## src/verilog/smb_pkg.sv

```systemverilog
// shared constants for the serial bus client front end
package smb_pkg;

  // ---------------------------------------------------------------
  // timing
  // ---------------------------------------------------------------
  localparam int unsigned CLK_PERIOD_NS = 100;
  localparam int unsigned TICK_NS = 1_000_000;
  localparam int unsigned TICK_CYCLES_DEF = TICK_NS / CLK_PERIOD_NS;
  localparam int unsigned HOLD_MS = 50;
  localparam int unsigned TIMEOUT_MS = 30;
  localparam logic [5:0] HOLD_TICKS = 6'(HOLD_MS);
  // one tick more so that a partial first tick never shortens the wait
  localparam logic [5:0] TIMEOUT_TICKS = 6'(TIMEOUT_MS + 1);
  localparam int unsigned ALT_IDLE_NS = 100_000;
  localparam int unsigned ALT_IDLE_CYCLES = ALT_IDLE_NS / CLK_PERIOD_NS;
  localparam logic [1:0] STRAP_SETTLE = 2'h3;

  // ---------------------------------------------------------------
  // addresses and fields
  // ---------------------------------------------------------------
  localparam logic [6:0] ADDR_STRAP_A = 7'h2f;
  localparam logic [6:0] ADDR_STRAP_B = 7'h2e;
  localparam logic [6:0] ALERT_RESPONSE_ADDR = 7'h0c;
  localparam logic [7:0] INTERRUPT_OUTPUT_ENABLE_INDEX = 8'h03;
  localparam int unsigned INTERRUPT_OUTPUT_ENABLE_BIT = 0;
  localparam logic INTERRUPT_OUTPUT_ENABLE_RESET = 1'b1;
  localparam int unsigned STRAP_THERM_BIT = 1;
  localparam int unsigned STRAP_ADDR_BIT = 0;
  localparam logic [3:0] BYTE_BITS = 4'h8;
  localparam logic [1:0] IDX_ADDR = 2'h0;
  localparam logic [1:0] IDX_INDEX = 2'h1;
  localparam logic [1:0] IDX_DATA = 2'h2;

  typedef enum logic [1:0] {
    SMB_PROTO_NONE = 2'b00,
    SMB_PROTO_SERIAL = 2'b01,
    SMB_PROTO_ALT = 2'b10
  } smb_proto_t;

  typedef enum logic [2:0] {
    SMB_ST_IDLE = 3'b000,
    SMB_ST_RX = 3'b001,
    SMB_ST_RX_ACK = 3'b010,
    SMB_ST_TX = 3'b011,
    SMB_ST_TX_ACK = 3'b100,
    SMB_ST_IGNORE = 3'b101
  } smb_state_t;

endpackage : smb_pkg

```

## src/verilog/smb_mem_if.sv

```systemverilog
// register storage port between the bus client and its memory
`timescale 1ns/1ns
interface smb_mem_if;
  logic we;
  logic [7:0] waddr;
  logic [7:0] wdata;
  logic [7:0] raddr;
  logic [7:0] rdata;
  modport ctrl (output we, output waddr, output wdata, output raddr, input rdata);
  modport mem (input we, input waddr, input wdata, input raddr, output rdata);
endinterface : smb_mem_if

```

## src/verilog/smb_client.sv

```systemverilog
// serial bus client with per-transaction protocol selection
//
// Overview of operation
// - protocol picked per transaction, then held fixed
// - 50ms hold keeps last protocol after transaction
// - bus start disables the alternate link logic except in an alternate transaction or its hold
// - host may stretch clock; device never drives it
// - start is data falling while clock high
// - first byte: 7-bit address plus direction bit
// - strap latched once: address and sensor mode
// - wrong address or protocol: no ack, no change
// - bytes are eight bits, most significant first
// - ack index and data bytes, own address, alert query; a fourth byte is refused
// - stop resets client state during bus transaction
// - 30ms without activity resets the bus interface
// - send, write, read, receive byte and alert query
// - write byte: address, index, data stored
// - read byte: index, repeated start, read, nack
// - send byte sets pointer; receive byte reads it
// - alert query returns address, clears interrupt enable
`timescale 1ns/1ns
module smb_client
  import smb_pkg::*;
#(
  parameter int unsigned TICK_CYCLES = TICK_CYCLES_DEF
) (
  input wire logic clock,
  input wire logic rst,
  input wire logic serial_bus_clock_pin,
  output logic serial_bus_clock_pin_out,
  output logic serial_bus_clock_pin_oe,
  input wire logic serial_bus_data_pin,
  output logic serial_bus_data_pin_out,
  output logic serial_bus_data_pin_oe,
  input wire logic alternate_link_clock_pin,
  output logic alternate_link_enable,
  input wire logic [1:0] address_and_sensor_strap,
  output logic remote1_thermistor_mode,
  input wire logic alert_event,
  output logic alert_interrupt_out_n,
  output logic interrupt_output_enable
);

  localparam int TICK_W = $clog2(TICK_CYCLES + 1);
  localparam int ALT_W = $clog2(ALT_IDLE_CYCLES + 1);

  function automatic logic [6:0] strap_address(input logic [1:0] strap);
    strap_address = strap[STRAP_ADDR_BIT] ? ADDR_STRAP_B : ADDR_STRAP_A;
  endfunction : strap_address

  // ---------------------------------------------------------------
  // pin synchronisers and edge detection
  // ---------------------------------------------------------------
  logic [1:0] scl_sync, sda_sync, alt_sync, strap_s1, strap_s2;
  logic scl_prev, sda_prev, alt_prev;

  always_ff @(posedge clock) begin
    if (rst) begin
      scl_sync <= 2'h3;
      sda_sync <= 2'h3;
      alt_sync <= 2'h0;
      scl_prev <= 1'b1;
      sda_prev <= 1'b1;
      alt_prev <= 1'b0;
    end else begin
      scl_sync <= {scl_sync[0], serial_bus_clock_pin};
      sda_sync <= {sda_sync[0], serial_bus_data_pin};
      alt_sync <= {alt_sync[0], alternate_link_clock_pin};
      scl_prev <= scl_sync[1];
      sda_prev <= sda_sync[1];
      alt_prev <= alt_sync[1];
    end
  end

  always_ff @(posedge clock) begin
    strap_s1 <= address_and_sensor_strap;
    strap_s2 <= strap_s1;
  end

  logic scl, sda, scl_rise, scl_fall, bus_start, bus_stop, bus_edge, alt_edge;
  assign scl = scl_sync[1];
  assign sda = sda_sync[1];
  assign scl_rise = scl & ~scl_prev;
  assign scl_fall = ~scl & scl_prev;
  assign bus_start = scl & scl_prev & sda_prev & ~sda;
  assign bus_stop = scl & scl_prev & ~sda_prev & sda;
  assign bus_edge = (scl ^ scl_prev) | (sda ^ sda_prev);
  assign alt_edge = alt_sync[1] ^ alt_prev;

  // ---------------------------------------------------------------
  // strap capture
  // ---------------------------------------------------------------
  logic [1:0] strap_wait;
  logic strap_done;
  logic [6:0] own_addr;

  always_ff @(posedge clock) begin
    if (rst) begin
      strap_wait <= 2'h0;
      strap_done <= 1'b0;
      own_addr <= ADDR_STRAP_A;
      remote1_thermistor_mode <= 1'b0;
    end else if (!strap_done) begin
      // wait until the synchroniser holds the pin, then keep it for good
      if (strap_wait == STRAP_SETTLE) begin
        strap_done <= 1'b1;
        own_addr <= strap_address(strap_s2);
        remote1_thermistor_mode <= strap_s2[STRAP_THERM_BIT];
      end else begin
        strap_wait <= strap_wait + 2'h1;
      end
    end
  end

  // ---------------------------------------------------------------
  // timebase, hold and time-out
  // ---------------------------------------------------------------
  logic [TICK_W-1:0] tick_cnt;
  logic tick;
  assign tick = (tick_cnt == TICK_W'(TICK_CYCLES - 1));

  always_ff @(posedge clock) begin
    if (rst || tick) begin
      tick_cnt <= '0;
    end else begin
      tick_cnt <= tick_cnt + TICK_W'(1);
    end
  end

  smb_proto_t proto, last_proto;
  logic [5:0] hold_cnt, idle_ticks;
  logic [ALT_W-1:0] alt_idle;
  logic smb_timeout, smb_end, alt_end, start_ok, alt_begin, hold_free;

  assign smb_timeout = (proto == SMB_PROTO_SERIAL) && (idle_ticks == TIMEOUT_TICKS);
  assign smb_end = (proto == SMB_PROTO_SERIAL) && (bus_stop || smb_timeout);
  assign alt_end = (proto == SMB_PROTO_ALT) && (alt_idle == ALT_W'(ALT_IDLE_CYCLES));
  assign hold_free = (hold_cnt == 6'h0);
  // inside the hold window only the previous protocol may begin
  assign start_ok = bus_start && ((proto == SMB_PROTO_SERIAL) ||
                    ((proto == SMB_PROTO_NONE) && (hold_free || last_proto == SMB_PROTO_SERIAL)));
  assign alt_begin = alt_edge && (proto == SMB_PROTO_NONE) && !bus_start &&
                     (hold_free || last_proto == SMB_PROTO_ALT);

  always_ff @(posedge clock) begin
    if (rst || bus_edge || proto != SMB_PROTO_SERIAL) begin
      idle_ticks <= 6'h0;
    end else if (tick && idle_ticks != TIMEOUT_TICKS) begin
      idle_ticks <= idle_ticks + 6'h1;
    end
  end

  always_ff @(posedge clock) begin
    if (rst || alt_edge || proto != SMB_PROTO_ALT) begin
      alt_idle <= '0;
    end else if (alt_idle != ALT_W'(ALT_IDLE_CYCLES)) begin
      alt_idle <= alt_idle + ALT_W'(1);
    end
  end

  always_ff @(posedge clock) begin
    if (rst) begin
      proto <= SMB_PROTO_NONE;
      last_proto <= SMB_PROTO_NONE;
      hold_cnt <= 6'h0;
    end else if (smb_end || alt_end) begin
      proto <= SMB_PROTO_NONE;
      hold_cnt <= HOLD_TICKS;
    end else if (start_ok && proto == SMB_PROTO_NONE) begin
      proto <= SMB_PROTO_SERIAL;
      last_proto <= SMB_PROTO_SERIAL;
    end else if (alt_begin) begin
      proto <= SMB_PROTO_ALT;
      last_proto <= SMB_PROTO_ALT;
    end else if (proto == SMB_PROTO_NONE && tick && !hold_free) begin
      hold_cnt <= hold_cnt - 6'h1;
    end
  end

  assign alternate_link_enable = (proto == SMB_PROTO_ALT);
  assign serial_bus_clock_pin_out = 1'b0;
  assign serial_bus_clock_pin_oe = 1'b0;

  // ---------------------------------------------------------------
  // byte engine
  // ---------------------------------------------------------------
  smb_mem_if mem_port ();
  smb_reg_mem u_mem (
    .clock(clock),
    .port(mem_port)
  );

  smb_state_t state;
  logic [3:0] bit_cnt;
  logic [1:0] byte_idx;
  logic [7:0] shift, tx_shift, pointer;
  logic sda_drive, reading_ara, alert_pending;
  logic [7:0] rx_byte, read_value;
  logic addr_match, ara_match, byte_ack;

  assign rx_byte = shift;
  assign addr_match = (rx_byte[7:1] == own_addr);
  assign ara_match = (rx_byte[7:1] == ALERT_RESPONSE_ADDR) && rx_byte[0] && !alert_interrupt_out_n;
  // address byte acks on match; index and data bytes always ack; a fourth byte is refused
  assign byte_ack = (byte_idx == IDX_ADDR) ? (addr_match || ara_match) : (byte_idx != 2'h3);
  assign read_value = (pointer == INTERRUPT_OUTPUT_ENABLE_INDEX) ?
                      {mem_port.rdata[7:1], interrupt_output_enable} : mem_port.rdata;

  assign mem_port.raddr = pointer;
  assign mem_port.waddr = pointer;
  assign mem_port.wdata = rx_byte;
  assign mem_port.we = (state == SMB_ST_RX) && scl_fall && (bit_cnt == BYTE_BITS) &&
                       (byte_idx == IDX_DATA) && !start_ok && !smb_end;

  always_ff @(posedge clock) begin
    if (rst || smb_end) begin
      state <= SMB_ST_IDLE;
      sda_drive <= 1'b0;
      bit_cnt <= 4'h0;
      byte_idx <= IDX_ADDR;
      reading_ara <= 1'b0;
      shift <= 8'h00;
      tx_shift <= 8'h00;
    end else if (start_ok) begin
      state <= SMB_ST_RX;
      sda_drive <= 1'b0;
      bit_cnt <= 4'h0;
      byte_idx <= IDX_ADDR;
      reading_ara <= 1'b0;
    end else begin
      unique case (state)
        SMB_ST_IDLE, SMB_ST_IGNORE: begin
          sda_drive <= 1'b0;
        end
        SMB_ST_RX: begin
          if (scl_rise) begin
            shift <= {shift[6:0], sda};
            bit_cnt <= bit_cnt + 4'h1;
          end else if (scl_fall && bit_cnt == BYTE_BITS) begin
            if (byte_ack) begin
              sda_drive <= 1'b1;
              state <= SMB_ST_RX_ACK;
            end else begin
              state <= SMB_ST_IGNORE;
            end
          end
        end
        SMB_ST_RX_ACK: begin
          if (scl_fall) begin
            bit_cnt <= 4'h0;
            if (byte_idx == IDX_ADDR && rx_byte[0]) begin
              // read: first bit goes out on the same falling edge that ends the ack
              reading_ara <= ara_match;
              tx_shift <= ara_match ? {own_addr, 1'b0} : read_value;
              sda_drive <= ara_match ? ~own_addr[6] : ~read_value[7];
              state <= SMB_ST_TX;
            end else begin
              sda_drive <= 1'b0;
              byte_idx <= byte_idx + 2'h1;
              state <= SMB_ST_RX;
            end
          end
        end
        SMB_ST_TX: begin
          if (scl_fall) begin
            bit_cnt <= bit_cnt + 4'h1;
            tx_shift <= {tx_shift[6:0], 1'b0};
            if (bit_cnt == BYTE_BITS - 4'h1) begin
              sda_drive <= 1'b0;
              state <= SMB_ST_TX_ACK;
            end else begin
              sda_drive <= ~tx_shift[6];
            end
          end
        end
        SMB_ST_TX_ACK: begin
          // host not-acknowledges the single byte; nothing more is sent either way
          if (scl_rise) begin
            state <= SMB_ST_IGNORE;
          end
        end
        default: begin
          state <= SMB_ST_IDLE;
        end
      endcase
    end
  end

  assign serial_bus_data_pin_out = 1'b0;
  assign serial_bus_data_pin_oe = sda_drive & (proto == SMB_PROTO_SERIAL);

  // ---------------------------------------------------------------
  // register pointer and alert interrupt
  // ---------------------------------------------------------------
  always_ff @(posedge clock) begin
    if (rst) begin
      pointer <= 8'h00;
    end else if (state == SMB_ST_RX && scl_fall && bit_cnt == BYTE_BITS && byte_idx == IDX_INDEX &&
                 !start_ok && !smb_end) begin
      pointer <= rx_byte;
    end
  end

  always_ff @(posedge clock) begin
    if (rst) begin
      interrupt_output_enable <= INTERRUPT_OUTPUT_ENABLE_RESET;
    end else if (state == SMB_ST_TX && reading_ara && scl_fall && bit_cnt == BYTE_BITS - 4'h1) begin
      interrupt_output_enable <= 1'b0;
    end else if (mem_port.we && pointer == INTERRUPT_OUTPUT_ENABLE_INDEX) begin
      interrupt_output_enable <= rx_byte[INTERRUPT_OUTPUT_ENABLE_BIT];
    end
  end

  always_ff @(posedge clock) begin
    if (rst) begin
      alert_pending <= 1'b0;
    end else if (alert_event) begin
      alert_pending <= 1'b1;
    end
  end

  assign alert_interrupt_out_n = ~(alert_pending & interrupt_output_enable);

endmodule : smb_client

```

## src/verilog/smb_reg_mem.sv

```systemverilog
// 256 by 8 register storage with registered read data
`timescale 1ns/1ns
module smb_reg_mem
  import smb_pkg::*;
(
  input wire logic clock,
  smb_mem_if.mem port
);

  logic [7:0] store [0:255];

  always_ff @(posedge clock) begin
    if (port.we) begin
      store[port.waddr] <= port.wdata;
    end
  end

  always_ff @(posedge clock) begin
    port.rdata <= store[port.raddr];
  end

endmodule : smb_reg_mem

```

## config.mk

```make
export PLATFORM = sky130hd
export DESIGN_NAME = smb_client
export DESIGN_NICKNAME = d
export VERILOG_FILES = /design/src/verilog/smb_pkg.sv /design/src/verilog/smb_mem_if.sv /design/src/verilog/smb_client.sv /design/src/verilog/smb_reg_mem.sv
export SDC_FILE = /design/constraint.sdc
export NUM_CORES = 2
export LEC_CHECK = 0
export ABC_AREA = 1
export BUFFER_PORTS_ARGS = -buffer_cell sky130_fd_sc_hd__buf_2
export CORE_MARGIN = 5
export CORE_UTILIZATION = 55
export DETAILED_ROUTE_END_ITERATION = 12
export PLACE_DENSITY = 0.76
export SYNTH_ARGS = -nofsm -noshare
export SYNTH_HDL_FRONTEND = slang
export SYNTH_SLANG_ARGS = --single-unit
```

## constraint.sdc

```tcl
create_clock -name clock -period 4.8 [get_ports clock]
set_input_delay 0.24 -clock clock [delete_from_list [all_inputs] [get_ports clock]]
set_output_delay 0.24 -clock clock [all_outputs]
set_load 0.05 [all_outputs]
```

==> summary.txt <==
Logic synthesis
  – Yosys Warn Count: 0
  – Syn Inst Count: approximately 7600
  – Post-synth cell types: 37
  – Synth Cell Area: ~0.086 mm2
  – Syn Area/Cell: between 10 and 15 um2
  – Yosys reg bits: between 2000 and 2500
  – Sequential area share after synthesis: 0.737

Detailed routing
  – Post-route DRC: 0
  – Initial DRC count: 8612
  – Vias: ~58000
  – Post-Route WL: 234 mm
  – Wire per inst: about 24 um
  – Routed vias/inst: roughly 6
  – First-pass detailed-route iteration total: 6
  – DRT antenna net count: 0

Place
  – Post-DP Area: between 0.08 and 0.09 mm2
  – DP HPWL: 133 mm
  – Final Wtd Congestion: roughly 0.92
  – Input/output buffers: 12

Clock tree
  – Clock Sinks: 2150
  – Clk root buf: clkbuf_16
  – TritonCTS clock tree: built
  – Clk_lat worst skew: 860 ps
  – H-Tree Depth: 4
  – Buffer count from post-CTS setup fixing: 0
  – Clock tree buffer depth: 3
  – Cts repair resizes: 0
  – Hold-fix buffers at CTS: 13
  – Worst-path clk slew: around 60 ps
  – Number of buffers created by CTS: 205

Floorplan
  – DIE WIDTH: 406 um
  – Initial Utilization: 0.553
  – I/O Pins: 16
  – Row count: ~150
  – Total core area: around 0.16 mm2
  – Die ar.: 0.165 mm2
  – Die height: 406 um

Power and ir drop
  – P_leak: between 30 and 40 nW
  – Psw: roughly 7.1 mW
  – Cell Pwr Density: approximately 380 mW/mm2
  – Comb power frac: 0.006
  – Clock power share: 0.438
  – Reg power frac: 0.556
  – VDD IR-drop max: ~340 uV
  – Internal: 29.4 mW
  – Sw frac: 0.195

Cells and area
  – Share of cells above drive strength 1: 0.0603
  – Final instance area: between 0.09 and 0.1 mm2
  – Filler instances: approximately 12000
  – Most frequent cells in the layout: nand2_1, edfxtp_1, nor2_1, clkbuf_16, a21oi_1
  – Commonest non-fill, non-tap cell in the layout: nand2_1
  – Area Growth Syn to Fin: 10.5%
  – Layout net count: about 7600

Global routing
  – Largest net degree at the start of global routing: between 150 and 200
  – Global-route wire length before repair: between 300 and 400 mm
  – Initial antenna violation count: 7
  – Vias in the first global route: between 50000 and 60000
  – Grt total ovfl: 0
  – Gr usage total: 0.282

Worst setup path
  – CP max FO: 15
  – Worst setup startpoint: idle_ticks[0]
  – Crit end category: flip-flop
  – CP Class: reg2reg
  – Data arrival, critical path: around 4700 ps
  – RR Startpoint: idle_ticks[0]
  – Setup crit start kind: flip-flop
  – Flop2flop setup slack: between 500 and 600 ps
  – Req. time, crit path: ~5300 ps

Run status
  – Status: finished clean

Timing
  – Worst-margin pin slew: ~1200 ps
  – Final setup viols: 0
  – Worst clock skew: roughly 49 ps
  – Fin Setup TNS: 0 ps
  – Pins over their slew limit: 0
  – Tmin final: ~4200 ps
  – Final Hold Viols: 0
  – Worst slew margin: 0.175
  – Final Cycle Share: 0.882
  – Fmax achieved: around 240 MHz
  – RSZ-0062 raised after global routing: no

Hold path
  – HP Class: reg2reg
  – Worst Hold Launch: strap_s1[1]

Run
  – Max-cap viol count: 0
-- cell families (layout without fill, tap and decap cells) --
logic type,after synthesis,after routing,share of synthesized area
AOI/OAI and AO/OA,510,510,0.0325
buffers and inverters,512,666,0.0263
other,1,11,0.0000435
DFF,2150,2150,0.737
and+or+nand+nor,4417,4417,0.201
xor gates and xnor gates,11,11,0.00112
adders and majority gates,16,16,0.00232
-- layer usage --
| metal | part of all wire | routed length (um) | up-vias | global-route usage |
|---|---|---|---|---|
| li1 | - | - | 25800 | - |
| met1 | 0.36 | 84800 | 27800 | 0.381 |
| met2 | 0.45 | 106000 | 3980 | 0.432 |
| met3 | 0.13 | 30900 | 656 | 0.0718 |
| met4 | 0.051 | 12000 | 4 | 0.133 |
| met5 | 0.00014 | 33 | - | 0 |
-- critical path, stage by stage, from the launching register on --
cell,delay [ps]
dfxtp_1,340
ha_1,240
nand3_1,100
nor2_1,70
o21ai_0,390
nand3_1,320
inv_2,510
nand2_1,820
buf_4,500
nor2_1,530
-- final cells by class --
type | instances | area [um2] | share of cell area
diodes | 8 | 20.0 | 0.000210
clock buffers | 255 | 5460 | 0.0573
clock inverters | 122 | 1180 | 0.0123
inverters | 140 | 568 | 0.00596
multi-input cells | 4957 | 20400 | 0.214
flip-flops and latches | 2150 | 63600 | 0.667
well taps | 2058 | 2570 | 0.0270
repair buffers | 149 | 1480 | 0.0156
-- power by group through the flow --
| stage | combinational (mW) | sequential (mW) | clock [mW] |
|---|---|---|---|
| after global routing | 0.245 | 20.3 | 16.9 |
| after CTS | 0.215 | 20.3 | 16.0 |
| after floorplan | 0.148 | 20.7 | 0 |
| after detailed placement | 0.206 | 20.7 | 0 |
| after global placement | 0.199 | 20.7 | 0 |
| final | 0.218 | 20.3 | 16.0 |
-- flip-flops by register name, indices dropped and copies added, names as in the netlist, 2 cells and up --
signal / count
alt_idle: 10
alt_sync: 2
bit_cnt: 4
byte_idx: 2
hold_cnt: 6
idle_ticks: 6
last_proto: 2
mem_port.raddr: 8
mem_port.wdata: 8
proto: 2
scl_sync: 2
sda_sync: 2
state: 3
strap_s1: 2
strap_s2: 2
strap_wait: 2
tick_cnt: 14
tx_shift: 7
u_mem.port.rdata: 8
u_mem.store: 2048
-- worst paths after layout --
check,end,cells after the start
hold / removal,strap_s2[1],0
hold reg to reg,strap_s2[1],0
setup reg to reg,u_mem.store[87][3],9
setup / recovery,u_mem.store[87][3],9
-- Yosys cell counts, drive strengths merged --
| library cell | number | area [um2] |
|---|---|---|
| edfxtp | 2048 | 61500 |
| nor3b | 2 | 15.0 |
| o21ai | 205 | 1030 |
| or2 | 12 | 75.1 |
| a31oi | 4 | 25.0 |
| xor2 | 10 | 87.6 |
| inv | 139 | 529 |
| buf | 268 | 1340 |
| clkbuf | 104 | 390 |
| a22oi | 90 | 676 |
| nor4 | 3 | 18.8 |
| o22ai | 4 | 25.0 |
| a211oi | 2 | 15.0 |
| ha | 16 | 200 |
| nand4 | 148 | 926 |
| nand3b | 1 | 7.51 |
| nor2 | 632 | 2410 |
| a21oi | 200 | 1000 |
| o211ai | 4 | 30.0 |
| xnor2 | 1 | 8.76 |
| nand3 | 182 | 911 |
| dfxtp | 102 | 2040 |
| nand2 | 3418 | 12800 |
| clkinv | 1 | 3.75 |
| conb | 1 | 3.75 |
| nor3 | 19 | 95.1 |
| o21a | 1 | 7.51 |
-- per-stage QoR --
| stage | std cells | util | power, mW | setup WS [ps] | hold WS [ps] |
|---|---|---|---|---|---|
| finish | 9839 | 0.611 | 36.5 | 564 | 327 |
| global route | 9831 | 0.611 | 37.4 | 474 | 321 |
| detailed placement | 9441 | 0.567 | 20.9 | 817 | 317 |
| global placement | 9441 | 0.567 | 20.9 | 922 | 317 |
| CTS | 9831 | 0.611 | 36.5 | 754 | 289 |
| floorplan | 7619 | - | 20.8 | 24.2 | 268 |
No activity file was read; power rests on OpenSTA's default activity.
